**src/logic/mpfs_pkg.sv**
```systemverilog
// Shared constants and types for the motor pre-heat / fire-mode sequencer.
// Assumes a 100 MHz system clock and a word-aligned Avalon-MM slave.
package mpfs_pkg;

  // Time base
  localparam int CLK_HZ            = 100_000_000;         // System clock
  localparam int TICK_MS           = 10;                  // Tick period, ms
  localparam int TICK_CYCLES       = CLK_HZ / 1000 * TICK_MS; // Cycles/tick
  localparam int HEAT_PERIOD_S     = 10;                  // Heat cycle, s
  localparam int HEAT_PERIOD_TICKS = HEAT_PERIOD_S * 1000 / TICK_MS;
  localparam int FIRE_MIN_MINUTES  = 4;                   // Fire count time
  localparam int FIRE_MIN_TICKS    = FIRE_MIN_MINUTES * 60 * 1000 / TICK_MS;

  // Setting limits and reset values
  localparam logic [6:0]  PCT_MAX        = 7'h64;   // 100 percent
  localparam logic [6:0]  HEAT_LEVEL_RST = 7'h00;   // Level after reset
  localparam logic [6:0]  HEAT_DUTY_RST  = 7'h00;   // Duty after reset
  localparam logic [15:0] FIRE_FREQ_MAX  = 16'he9fc; // 599.00 Hz
  localparam logic [15:0] FIRE_FREQ_RST  = 16'h1770; // 60.00 Hz
  localparam logic [7:0]  MF_CODE_RST    = 8'h00;   // No terminal function
  localparam logic [15:0] FIRE_CNT_RST   = 16'h0000; // Activation count

  // Multi-function terminal option codes
  localparam logic [7:0] MFI_AUTO_HEAT = 8'h1a;  // Input option 26
  localparam logic [7:0] MFI_FIRE_NO   = 8'h1b;  // Input option 27, high
  localparam logic [7:0] MFI_FIRE_NC   = 8'h1c;  // Input option 28, low
  localparam logic [7:0] MFO_HEAT_IND  = 8'h18;  // Output option 24
  localparam logic [7:0] MFO_FIRE_IND  = 8'h19;  // Output option 25

  // Fire-mode selector values
  localparam logic [1:0] FIRE_OFF = 2'h0;  // Disabled
  localparam logic [1:0] FIRE_FWD = 2'h1;  // Forward, U-V-W order
  localparam logic [1:0] FIRE_REV = 2'h2;  // Reverse

  // Register byte offsets
  localparam logic [4:0] REG_HEAT_LEVEL = 5'h00;
  localparam logic [4:0] REG_HEAT_DUTY  = 5'h04;
  localparam logic [4:0] REG_FIRE_SEL   = 5'h08;
  localparam logic [4:0] REG_FIRE_FREQ  = 5'h0c;
  localparam logic [4:0] REG_MF_CFG     = 5'h10;
  localparam logic [4:0] REG_STATUS     = 5'h14;
  localparam logic [4:0] REG_FIRE_COUNT = 5'h18;

  // Sequencer states
  typedef enum logic [1:0] {
    MPFS_IDLE = 2'b00,   // No current, no forced run
    MPFS_HEAT = 2'b01,   // Pre-heat cycling
    MPFS_FIRE = 2'b10    // Forced fire-mode run
  } mpfs_state_t;

  // Clamp a written percentage to full scale
  function automatic logic [6:0] clampPct(input logic [7:0] v);
    clampPct = (v > {1'b0, PCT_MAX}) ? PCT_MAX : v[6:0];
  endfunction

  // Merge write data into an old word under byte enables
  function automatic logic [31:0] beMerge(input logic [31:0] old,
                                          input logic [31:0] wd,
                                          input logic [3:0]  be);
    beMerge = old;
    for (int i = 0; i < 4; i++) begin
      if (be[i]) beMerge[i*8 +: 8] = wd[i*8 +: 8];
    end
  endfunction

endpackage

```
**src/logic/mpfs_tick_gen.sv**
```systemverilog
// Fixed time-base divider: one-cycle tick every TICK_CYCLES clocks.
// Assumes a free-running system clock; reset restarts the count.
`timescale 1ns/10ps
module mpfs_tick_gen
  import mpfs_pkg::*;
#(
  parameter int TICK_CYCLES_P = TICK_CYCLES  // Clocks per tick
) (
  input  wire logic clk,     // System clock
  input  wire logic rst_b,   // Async reset, active low
  output logic      tick     // One-cycle tick pulse
);

  localparam int CW = $clog2(TICK_CYCLES_P + 1);  // Counter width
  localparam logic [CW-1:0] LAST = CW'(TICK_CYCLES_P - 1);

  logic [CW-1:0] cnt_reg;    // Cycle count within tick
  logic [CW-1:0] cnt_next;
  logic          tick_reg;   // Registered tick
  logic          tick_next;

  // Next count; wrap raises the tick
  always_comb begin
    tick_next = (cnt_reg == LAST);
    cnt_next  = tick_next ? '0 : cnt_reg + CW'(1);
  end

  // Counter cleared on reset
  always_ff @(posedge clk or negedge rst_b) begin
    if (!rst_b) begin
      cnt_reg  <= '0;
      tick_reg <= 1'b0;
    end else begin
      cnt_reg  <= cnt_next;
      tick_reg <= tick_next;
    end
  end

  assign tick = tick_reg;

endmodule // mpfs_tick_gen

```
**src/logic/mpfs_heat_pwm.sv**
```systemverilog
// Pre-heat duty generator over a repeating cycle of PERIOD_P ticks.
// Assumes duty is 0..100 percent and tick is a one-cycle pulse.
`timescale 1ns/10ps
module mpfs_heat_pwm
  import mpfs_pkg::*;
#(
  parameter int PERIOD_P = HEAT_PERIOD_TICKS  // Ticks per heat cycle
) (
  input  wire logic       clk,     // System clock
  input  wire logic       rst_b,   // Async reset, active low
  input  wire logic       tick,    // Time-base tick
  input  wire logic       enable,  // Pre-heat active
  input  wire logic [6:0] duty,    // Duty, percent
  output logic            on       // Current on, registered
);

  localparam int CW = $clog2(PERIOD_P + 1);  // Counter width
  localparam logic [CW-1:0] LAST = CW'(PERIOD_P - 1);

  logic [CW-1:0] pos_reg;    // Position within cycle
  logic [CW-1:0] pos_next;
  logic          on_reg;     // Registered current enable
  logic          on_next;
  logic [CW-1:0] onTicks;    // On-time in ticks

  // Linear duty-to-time map, 100% equals the whole cycle
  assign onTicks = CW'(int'(duty) * PERIOD_P / 100);

  // Cycle position restarts whenever pre-heat drops
  always_comb begin
    pos_next = pos_reg;
    if (!enable) begin
      pos_next = '0;
    end else if (tick) begin
      pos_next = (pos_reg == LAST) ? '0 : pos_reg + CW'(1);
    end
    // Zero duty never on, full duty always on
    on_next = enable && (pos_next < onTicks);
  end

  // Registers cleared on reset
  always_ff @(posedge clk or negedge rst_b) begin
    if (!rst_b) begin
      pos_reg <= '0;
      on_reg  <= 1'b0;
    end else begin
      pos_reg <= pos_next;
      on_reg  <= on_next;
    end
  end

  assign on = on_reg;

endmodule // mpfs_heat_pwm

```
**src/logic/mpfs_seq.sv**
```systemverilog
// Top of the motor pre-heat / fire-mode sequencer with Avalon-MM slave.
// Assumes synchronous terminal and drive-state inputs on clk.
`timescale 1ns/10ps
// Contract
// - Heat level is 0..100% of rated current
// - Duty maps linearly to 0..10 s on-time
// - Zero duty no current, full duty continuous
// - Auto-trigger input starts, stops heat
// - Otherwise heat after run ends or power-on
// - Heat while stopped until motor runs again
// - Output option 24 shows heat active
// - Selector: 0 off, 1 forward, 2 reverse
// - Fire needs input 27/28, output 25
// - Fire runs at set frequency, default 60 Hz
// - Count fire activations over four minutes
module mpfs_seq
  import mpfs_pkg::*;
#(
  parameter int TICK_CYCLES_P  = TICK_CYCLES,       // Clocks per tick
  parameter int PERIOD_TICKS_P = HEAT_PERIOD_TICKS, // Ticks per heat cycle
  parameter int FIRE_TICKS_P   = FIRE_MIN_TICKS     // Ticks before count
) (
  input  wire logic        clk,             // System clock
  input  wire logic        rst_b,           // Async reset, active low
  input  wire logic [4:0]  avs_address,     // Byte address
  input  wire logic        avs_read,        // Read request
  input  wire logic        avs_write,       // Write request
  input  wire logic [31:0] avs_writedata,   // Write data
  input  wire logic [3:0]  avs_byteenable,  // Byte lanes
  output logic      [31:0] avs_readdata,    // Read data, registered
  output logic             avs_waitrequest, // Stall
  input  wire logic        mfiLevel,        // Multi-function input level
  input  wire logic        driveRunning,    // Drive is running the motor
  input  wire logic        powerOnRestart,  // Pulse: power-on restart
  output logic             heatInject,      // Pre-heat DC current on
  output logic      [6:0]  heatLevel,       // DC current, % of rated
  output logic             fireRun,         // Forced fire-mode run
  output logic             fireReverse,     // Fire run direction reverse
  output logic      [15:0] fireFreq,        // Fire frequency, 0.01 Hz
  output logic             relayOut         // Multi-function output relay
);

  localparam int FW = $clog2(FIRE_TICKS_P + 2);  // Fire timer width
  localparam logic [FW-1:0] FIRE_LIMIT = FW'(FIRE_TICKS_P);

  // Software settings
  logic [6:0]  heatLevel_reg;     // Pre-heat level setting
  logic [6:0]  heatLevel_next;
  logic [6:0]  heatDuty_reg;      // Pre-heat duty setting
  logic [6:0]  heatDuty_next;
  logic [1:0]  fireSel_reg;       // Fire-mode selector
  logic [1:0]  fireSel_next;
  logic [15:0] fireFreq_reg;      // Fire-mode frequency
  logic [15:0] fireFreq_next;
  logic [7:0]  mfiCode_reg;       // Input terminal option
  logic [7:0]  mfiCode_next;
  logic [7:0]  mfoCode_reg;       // Output relay option
  logic [7:0]  mfoCode_next;

  // Bus answer state
  logic        rdDone_reg;        // Read data valid this cycle
  logic        rdDone_next;
  logic [31:0] rdData_reg;        // Captured read word
  logic [31:0] rdData_next;
  logic [31:0] wrWord;            // Merged write word

  // Sequencer state
  mpfs_state_t state_reg;         // Current mode
  mpfs_state_t state_next;
  logic        armed_reg;         // Stop-triggered heat armed
  logic        armed_next;
  logic        wasRunning_reg;    // Running, one cycle back
  logic        wasRunning_next;
  logic [FW-1:0] fireTime_reg;    // Fire duration in ticks
  logic [FW-1:0] fireTime_next;
  logic [15:0] fireCount_reg;     // Fire activations counted
  logic [15:0] fireCount_next;

  // Outputs held in flops
  logic        heatLevelOut_reg;  // Level output gate
  logic        fireRun_reg;
  logic        fireRun_next;
  logic        fireRev_reg;
  logic        fireRev_next;
  logic [15:0] fireFreqOut_reg;
  logic [15:0] fireFreqOut_next;
  logic        relay_reg;
  logic        relay_next;
  logic        levelGate_next;

  // Derived conditions
  logic        tick;              // Time-base tick
  logic        heatOn;            // Duty generator output
  logic        heatAllowed;       // Both settings non-zero
  logic        autoAssigned;      // Input carries auto-trigger
  logic        fireInAssigned;    // Input carries fire option
  logic        fireCfgOk;         // Terminals set up for fire
  logic        fireDemand;        // Fire requested now
  logic        heatDemand;        // Pre-heat requested now
  logic        heatActive;        // In heat state

  // Shared time base
  mpfs_tick_gen #(
    .TICK_CYCLES_P (TICK_CYCLES_P)
  ) u_tick (
    .clk   (clk),
    .rst_b (rst_b),
    .tick  (tick)
  );

  // Duty-cycle generator for the DC current
  mpfs_heat_pwm #(
    .PERIOD_P (PERIOD_TICKS_P)
  ) u_pwm (
    .clk    (clk),
    .rst_b  (rst_b),
    .tick   (tick),
    .enable (levelGate_next),
    .duty   (heatDuty_reg),
    .on     (heatOn)
  );

  // Reads take one wait cycle so data comes from a flop
  assign avs_waitrequest = avs_read && !rdDone_reg;
  assign avs_readdata    = rdData_reg;

  // Word currently stored at the addressed offset, for merging
  always_comb begin
    case (avs_address)
      REG_HEAT_LEVEL: wrWord = {25'h0, heatLevel_reg};
      REG_HEAT_DUTY:  wrWord = {25'h0, heatDuty_reg};
      REG_FIRE_SEL:   wrWord = {30'h0, fireSel_reg};
      REG_FIRE_FREQ:  wrWord = {16'h0, fireFreq_reg};
      REG_MF_CFG:     wrWord = {16'h0, mfoCode_reg, mfiCode_reg};
      default:        wrWord = 32'h0;
    endcase
    wrWord = beMerge(wrWord, avs_writedata, avs_byteenable);
  end

  // Settings written in the cycle of the request; no wait for writes
  always_comb begin
    heatLevel_next = heatLevel_reg;
    heatDuty_next  = heatDuty_reg;
    fireSel_next   = fireSel_reg;
    fireFreq_next  = fireFreq_reg;
    mfiCode_next   = mfiCode_reg;
    mfoCode_next   = mfoCode_reg;
    if (avs_write) begin
      case (avs_address)
        REG_HEAT_LEVEL: heatLevel_next = clampPct(wrWord[7:0]);
        REG_HEAT_DUTY:  heatDuty_next  = clampPct(wrWord[7:0]);
        REG_FIRE_SEL:   fireSel_next   = wrWord[1:0];
        REG_FIRE_FREQ: begin
          // Above 599.00 Hz is held at the limit
          fireFreq_next = (wrWord[15:0] > FIRE_FREQ_MAX) ?
                          FIRE_FREQ_MAX : wrWord[15:0];
        end
        REG_MF_CFG: begin
          mfiCode_next = wrWord[7:0];
          mfoCode_next = wrWord[15:8];
        end
        // Status and count are read-only; writes vanish
        default: ;
      endcase
    end
  end

  // Read capture; unmapped offsets answer zero
  always_comb begin
    rdDone_next = avs_read && !rdDone_reg;
    rdData_next = rdData_reg;
    if (avs_read && !rdDone_reg) begin
      case (avs_address)
        REG_HEAT_LEVEL: rdData_next = {25'h0, heatLevel_reg};
        REG_HEAT_DUTY:  rdData_next = {25'h0, heatDuty_reg};
        REG_FIRE_SEL:   rdData_next = {30'h0, fireSel_reg};
        REG_FIRE_FREQ:  rdData_next = {16'h0, fireFreq_reg};
        REG_MF_CFG:     rdData_next = {16'h0, mfoCode_reg, mfiCode_reg};
        REG_STATUS: begin
          rdData_next = {27'h0, fireRev_reg, fireRun_reg, heatInject,
                         heatActive, driveRunning};
        end
        REG_FIRE_COUNT: rdData_next = {16'h0, fireCount_reg};
        default:        rdData_next = 32'h0;
      endcase
    end
  end

  // Settings and bus registers
  always_ff @(posedge clk or negedge rst_b) begin
    if (!rst_b) begin
      heatLevel_reg <= HEAT_LEVEL_RST;
      heatDuty_reg  <= HEAT_DUTY_RST;
      fireSel_reg   <= FIRE_OFF;
      fireFreq_reg  <= FIRE_FREQ_RST;
      mfiCode_reg   <= MF_CODE_RST;
      mfoCode_reg   <= MF_CODE_RST;
      rdDone_reg    <= 1'b0;
      rdData_reg    <= 32'h0;
    end else begin
      heatLevel_reg <= heatLevel_next;
      heatDuty_reg  <= heatDuty_next;
      fireSel_reg   <= fireSel_next;
      fireFreq_reg  <= fireFreq_next;
      mfiCode_reg   <= mfiCode_next;
      mfoCode_reg   <= mfoCode_next;
      rdDone_reg    <= rdDone_next;
      rdData_reg    <= rdData_next;
    end
  end

  // Terminal decode and demands
  always_comb begin
    heatAllowed    = (heatLevel_reg != 7'h00) &&
                     (heatDuty_reg != 7'h00);
    autoAssigned   = (mfiCode_reg == MFI_AUTO_HEAT);
    fireInAssigned = (mfiCode_reg == MFI_FIRE_NO) ||
                     (mfiCode_reg == MFI_FIRE_NC);
    // Fire needs both terminals configured
    fireCfgOk      = fireInAssigned && (mfoCode_reg == MFO_FIRE_IND);
    // Option 27 is a make contact, 28 a break contact
    fireDemand     = fireCfgOk &&
                     ((fireSel_reg == FIRE_FWD) ||
                      (fireSel_reg == FIRE_REV)) &&
                     ((mfiCode_reg == MFI_FIRE_NO) ? mfiLevel : !mfiLevel);
    // Auto-trigger input governs heat when assigned
    if (autoAssigned) begin
      heatDemand = heatAllowed && mfiLevel && !driveRunning;
    end else begin
      heatDemand = heatAllowed && armed_reg && !driveRunning;
    end
  end

  // Arming for the non-triggered case: end of a run, or power-on restart
  always_comb begin
    wasRunning_next = driveRunning;
    armed_next      = armed_reg;
    if (driveRunning) begin
      armed_next = 1'b0;
    end else if ((wasRunning_reg && !driveRunning) || powerOnRestart) begin
      armed_next = 1'b1;
    end
  end

  // Mode selection; fire mode overrides pre-heat
  always_comb begin
    state_next = state_reg;
    case (state_reg)
      MPFS_IDLE: begin
        if (fireDemand)      state_next = MPFS_FIRE;
        else if (heatDemand) state_next = MPFS_HEAT;
      end
      MPFS_HEAT: begin
        if (fireDemand)       state_next = MPFS_FIRE;
        else if (!heatDemand) state_next = MPFS_IDLE;
      end
      MPFS_FIRE: begin
        if (!fireDemand) state_next = MPFS_IDLE;
      end
      default: state_next = MPFS_IDLE;
    endcase
  end

  assign heatActive = (state_reg == MPFS_HEAT);

  // Fire duration timer and activation counter
  always_comb begin
    fireTime_next  = fireTime_reg;
    fireCount_next = fireCount_reg;
    if (state_reg != MPFS_FIRE) begin
      fireTime_next = '0;
    end else if (tick && (fireTime_reg <= FIRE_LIMIT)) begin
      // Counter stops one past the limit so each activation counts once
      fireTime_next = fireTime_reg + FW'(1);
      if (fireTime_reg == FIRE_LIMIT) begin
        // Saturates rather than wrapping back to zero
        if (fireCount_reg != 16'hffff) begin
          fireCount_next = fireCount_reg + 16'h0001;
        end
      end
    end
  end

  // Output values for the next cycle
  always_comb begin
    fireRun_next     = (state_next == MPFS_FIRE);
    fireRev_next     = (state_next == MPFS_FIRE) &&
                       (fireSel_reg == FIRE_REV);
    fireFreqOut_next = (state_next == MPFS_FIRE) ? fireFreq_reg : 16'h0000;
    levelGate_next   = (state_next == MPFS_HEAT);
    // Relay follows whichever option is assigned to it
    case (mfoCode_reg)
      MFO_HEAT_IND: relay_next = (state_next == MPFS_HEAT);
      MFO_FIRE_IND: relay_next = (state_next == MPFS_FIRE);
      default:      relay_next = 1'b0;
    endcase
  end

  // Sequencer and output registers; timers clear on reset
  always_ff @(posedge clk or negedge rst_b) begin
    if (!rst_b) begin
      state_reg        <= MPFS_IDLE;
      armed_reg        <= 1'b0;
      wasRunning_reg   <= 1'b0;
      fireTime_reg     <= '0;
      fireCount_reg    <= FIRE_CNT_RST;
      heatLevelOut_reg <= 1'b0;
      fireRun_reg      <= 1'b0;
      fireRev_reg      <= 1'b0;
      fireFreqOut_reg  <= 16'h0000;
      relay_reg        <= 1'b0;
    end else begin
      state_reg        <= state_next;
      armed_reg        <= armed_next;
      wasRunning_reg   <= wasRunning_next;
      fireTime_reg     <= fireTime_next;
      fireCount_reg    <= fireCount_next;
      heatLevelOut_reg <= levelGate_next;
      fireRun_reg      <= fireRun_next;
      fireRev_reg      <= fireRev_next;
      fireFreqOut_reg  <= fireFreqOut_next;
      relay_reg        <= relay_next;
    end
  end

  // Current flows only in the on part of the cycle
  assign heatInject  = heatOn;
  // Level is zero outside pre-heat so no stray current is requested
  assign heatLevel   = heatLevelOut_reg ? heatLevel_reg : 7'h00;
  assign fireRun     = fireRun_reg;
  assign fireReverse = fireRev_reg;
  assign fireFreq    = fireFreqOut_reg;
  assign relayOut    = relay_reg;

endmodule // mpfs_seq

```
**config.mk**
```make
export PLATFORM = sky130hd
export DESIGN_NAME = mpfs_seq
export DESIGN_NICKNAME = d
export VERILOG_FILES = /design/src/logic/mpfs_pkg.sv /design/src/logic/mpfs_tick_gen.sv /design/src/logic/mpfs_heat_pwm.sv /design/src/logic/mpfs_seq.sv
export SDC_FILE = /design/constraint.sdc
export NUM_CORES = 1
export LEC_CHECK = 0
export BUFFER_PORTS_ARGS = -buffer_cell sky130_fd_sc_hd__buf_4
export CAP_MARGIN = 20
export CORE_ASPECT_RATIO = 2
export CORE_UTILIZATION = 60
export DETAILED_ROUTE_END_ITERATION = 16
export PLACE_DENSITY = 0.81
export SKIP_CTS_REPAIR_TIMING = 1
export SYNTH_ARGS = -nofsm -noshare
export SYNTH_HDL_FRONTEND = slang
export SYNTH_HIERARCHICAL = 1
export SYNTH_SLANG_ARGS = --single-unit
```
**constraint.sdc**
```tcl
create_clock -name clk -period 22.2 [get_ports clk]
set_input_delay 4.44 -clock clk [delete_from_list [all_inputs] [get_ports clk]]
set_output_delay 4.44 -clock clk [all_outputs]
set_load 0.03 [all_outputs]
```
After elaboration in Yosys (flattened, before gate mapping)
Index checks and enable logic that the tools add are counted.
- RAM bits: 0
- latch bits: 0
- input bits: 48
- memory bits (read-only): 0
- bits in registers: 168
- memories: 0
- reductions and logical operators: 31
- shifts and indexed selects: 0
- magnitude comparators: 4
- divide/modulo/power cells: 1
- mux-type cells: 25
- add/subtract/negate cells: 4
- equal/unequal tests: 22
- bitwise logic cells: 1
- multipliers: 1
- operator list (cell ; number):
    one-hot mux 16 bit (7 select lines) ; 1
    one-hot mux 16 bit (5 select lines) ; 1
    == test 8 x 5 -> 1 bit, second input constant ; 5
    divider 32 x 8 -> 32 bit, second input constant ; 1
    2-to-1 mux 16 bit ; 2
    2-to-1 mux 10 bit ; 3
    2-to-1 mux 15 bit ; 2
    adder 20 x 1 -> 20 bit, second input constant ; 1
    == test 20 bit, second input constant ; 1
    2-to-1 mux 20 bit ; 1
    adder 16 x 1 -> 16 bit, second input constant ; 1
    > comparator 16 bit, second input constant ; 1
    2-to-1 mux 8 bit ; 2
    != test 16 bit, second input constant ; 1
    adder 15 x 1 -> 15 bit, second input constant ; 1
    == test 15 bit, second input constant ; 1
    == test 5 bit, second input constant ; 3
    <= comparator 15 bit, second input constant ; 1
    multiplier 7 x 7 -> 14 bit, second input constant ; 1
    2-to-1 mux 7 bit ; 2
    nonzero test 7 bit ; 2
    logical AND 1 bit ; 13
    adder 10 x 1 -> 10 bit, second input constant ; 1
    == test 10 bit, second input constant ; 1
    other kinds (19) ; 40

Longest topological paths before layout
- word-level depth: 12
- depth in mapped cells: 48

By module
The synthesis kept the hierarchy.
- by module, submodules not included (module ; cells an instance ; area each (µm²) ; times used):
    mpfs_seq ; 593 ; 5980.7 ; 1
    mpfs_heat_pwm ; 560 ; 4446.8 ; 1
    mpfs_tick_gen ; 98 ; 1071.0 ; 1

Least setup slack after synthesis
No wires, ideal clock.
- path type: register to register
- start point: reg heatDuty_reg[0]
- end point: reg u_pwm.on_reg (netlist: u_pwm/on)
- data required time: 22.124 ns
- clock period less this slack: 10.130 ns
- cell stages (with the launch flop): 43
- library setup time: 0.076 ns
- arrival time: 10.054 ns
- path slack: 12.070 ns
- path through: dfrtp_1 fa_1 fa_1 inv_1 fa_1 fa_1 inv_1 ha_1 buf_2 o211a_1 o31a_1 o31ai_4 nand4bb_1 a221o_1 o21a_1 a31oi_2 mux2_2 or3_1 [... 7 more ...] and3_1 mux2_4 and2_0 a31o_1 a21o_1 inv_1 ha_1 nor3_1 nor3_1 nor2_1 ha_1 o21ai_0 nor3_1 o21ai_0 and4b_1 o21ai_0 a311o_1 o21ai_1
- longest elaborated chain between the ends: 12
- elaborated cells on any way between the ends: 18
- classes of those cells: 1 x mul; 1 x div; 1 x order compare; 1 x eq/ne; 7 x mux; 7 x reduce/logical
- ends and longest elaborated chain (what ; line ; source):
    from (decl) ; mpfs_seq.sv:49 ; logic [6:0] heatDuty_reg;
    from (signal assigned) ; mpfs_seq.sv:202 ; heatDuty_reg <= heatDuty_next;
    branches (longest 11 deep; another with divider 32 x 8 -> 32 bit) ; - ;
    logical AND 1 bit * ; mpfs_heat_pwm.sv:38 ; on_next = enable && (pos_next < onTicks);
    named net u_pwm.on_next ; mpfs_heat_pwm.sv:23 ; logic on_next;
    to (signal assigned) ; mpfs_heat_pwm.sv:48 ; on_reg <= on_next;
    to (decl) ; mpfs_heat_pwm.sv:22 ; logic on_reg;
Mark *: on every way through the listed nets, which the timed path passes.
A chain may end at the register's enable or synchronous reset.

Worst setup path in the final report
Same ends and word-level chain as after synthesis.

==> impl_metrics.ini <==
[run_status]
status = complete, no violations

[route]
wirelength_um = 31800
viasPerCell = 6.47
drtAntennaViolNets = 0
drc = 0
wl_per_cell_um = 20.3
first_pass_iters = 6
drt_iter0_drc = 495
vias = 10100

[synthesis]
synth_top_area_cell = dfrtp_1
synth-seq-cells = 152
synthArstFlopShare = 1.00
ys_seq_area_frac = 0.332
yosys.cell_count.top_type = dfrtp_1
synth_top_cells_by_count = dfrtp_1 (145), nand2_1 (108), nor2_1 (75)
synth_area_um2 = 11500
synth_cell_types = 121
synth_edf_count = 0
syn-instance-count = 1251
synth_top_cells_by_area = dfrtp_1 (32%), ha_1 (5.8%), nand2_1 (3.5%)
ys.flop_type = dfrtp_1
synth_top_area_frac = 0.316
yosys_warnings = 6
avgSynthCellArea_um2 = 9.19

[floorplanning]
start_util = 0.613
die_width_um = 99.9
core_um2 = 18700
dieArea_um2 = 19800
num_rows = 71
die_h_um = 198
ios = 108

[setup_path]
crit_required_ps = 22560
cp_slowest_cell = o31ai_1
cp_slowest_stage_delay_ps = 710
critical_path_class = flip-flop to flip-flop
reg2reg_depth = 41
worstPathArrival_ps = 12230
critPathCaptureType = flip-flop
crit_fanout = 15
start_kind = flip-flop

[cts]
clk_latency_ps = 430
htree_levels = 4
root_buffer = clkbuf_16
cts_tree = yes
cts_inserted_buffers = 17
clk_path_buf_depth = 2
clk_pin_slew_worst_paths_ps = 60
cts_sinks = 152

[sta]
setup_viol = 0
fin_skew_ps = 7.33
maxSlewViolCount = 0
tns_ps = 0
rsz0062_at_grt = no
period_needed_ps = 11880
timing.final.crit_share = 0.535
tightestPinTransition_ps = 1170
slew_headroom = 0.217
hold_violations = 0
max_freq_ghz = 0.0842

[placement]
io_buffer_count = 73
gp_congestion = 0.951
dp_hpwl_um = 23900

[global_route]
grt_pass1_wl_um = 51100
antenna_found_initial = 0
gr-total-overflow = 0
grt_pass1_vias = 10300
track_usage = 0.336
grt_max_degree = 83

[layout]
drive_gt1_frac = 0.150
layout.nets = 1415
largest_reg_flops = 32
syn2layout_area_growth_pct = 10.5
diodes = 0

[flow_run]
drv_cap = 0

[worst_hold_path]
holdPathStages = 2
hold_path.class = flip-flop to flip-flop
==> per-layer routing <==
layer	up-vias	wire [um]	part of all wire	track usage
met3	148	1660	0.052	0.0720
met5	-	0	0	0
met4	0	2760	0.087	0.291
li1	4727	-	-	-
met1	4865	10400	0.33	0.303
met2	380	17000	0.53	0.618
==> kinds of logic (layout without fill, tap and decap cells) <==
family                     after synthesis  count (layout)  synth area share
muxes                                   40              40            0.0376
other                                    1              16          0.000326
AOI/OAI and AO/OA                      340             340             0.217
xor gates and xnor gates                65              65            0.0502
DFF                                    152             152             0.332
and+or+nand+nor                        467             467             0.227
buffers and inverters                  114             157            0.0470
adders and majority gates               72              72            0.0899
==> critical path: cells and delay by family, from the launching register on <==
family / cells / cell delay, ps
buffers and inverters: 3 / 150
AOI/OAI and AO/OA: 20 / 4870
and+or+nand+nor: 11 / 3090
adders and majority gates: 7 / 2980
DFF: 1 / 690
==> cell type report <==
class                      count  area (um2)
inverter                      48         180
timing repair buffer          77         602
sequential                   152        3810
clock buffer                  18         429
tap                          255         319
clock inverter                14         166
multi-input combinational   1000        7200
fill                        1492        6030
==> per-stage QoR <==
| stage | cell area, um2 | hold slack, ps | instances | setup WS (ps) | util |
|---|---|---|---|---|---|
| 2_1_floorplan | 11600 | 445 | 1266 | 12070 | - |
| 3_3_place_gp | 12100 | 459 | 1531 | 10720 | 0.645 |
| 6_report | 12700 | 484 | 1564 | 10320 | 0.678 |
| 5_1_grt | 12700 | 509 | 1564 | 9710 | 0.678 |
| 4_1_cts | 12700 | 487 | 1563 | 10520 | 0.677 |
| 3_5_place_dp | 12100 | 471 | 1531 | 10610 | 0.645 |
==> cells in the final DEF, fill, tap and decap left out, types with 8 or more instances in the layout <==
master,Yosys,final
a211oi_1,10,10
a221oi_1,9,9
o22ai_1,13,13
a22oi_1,8,8
buf_4,17,75
nand2_1,108,108
and2_1,40,40
xnor2_1,38,38
o21a_1,13,13
a22o_1,11,11
o31ai_1,12,12
nand4_1,24,24
o21ai_0,69,69
and3_1,21,21
mux2i_1,17,17
nor3_1,29,29
mux2_2,22,22
nor4_1,12,12
nand3_1,47,47
a21o_1,15,15
or3_1,12,12
nand3b_1,21,21
inv_1,47,47
a21oi_1,50,50
ha_1,53,53
fa_1,18,18
dfrtp_1,145,145
xor2_1,26,26
o211ai_1,19,19
nor2_1,75,75
conb_1,1,16
clkbuf_16,0,17
==> final timing paths <==
kind | startpoint | endpoint | slack [ps]
min in group asynchronous | rst_b | fireFreq[5] | 4000
max | heatDuty_reg[0] | u_pwm/on | 10320
max in group asynchronous | rst_b | u_tick/cnt_reg[4] | 17000
min reg2reg | avs_readdata[13] | avs_readdata[13] | 480
max reg2reg | heatDuty_reg[0] | u_pwm/on | 10320
min | avs_readdata[13] | avs_readdata[13] | 480
Power is left out: the tool's default activity adds up to more than one toggle a clock period on the data nets, which glitch-free logic cannot reach.
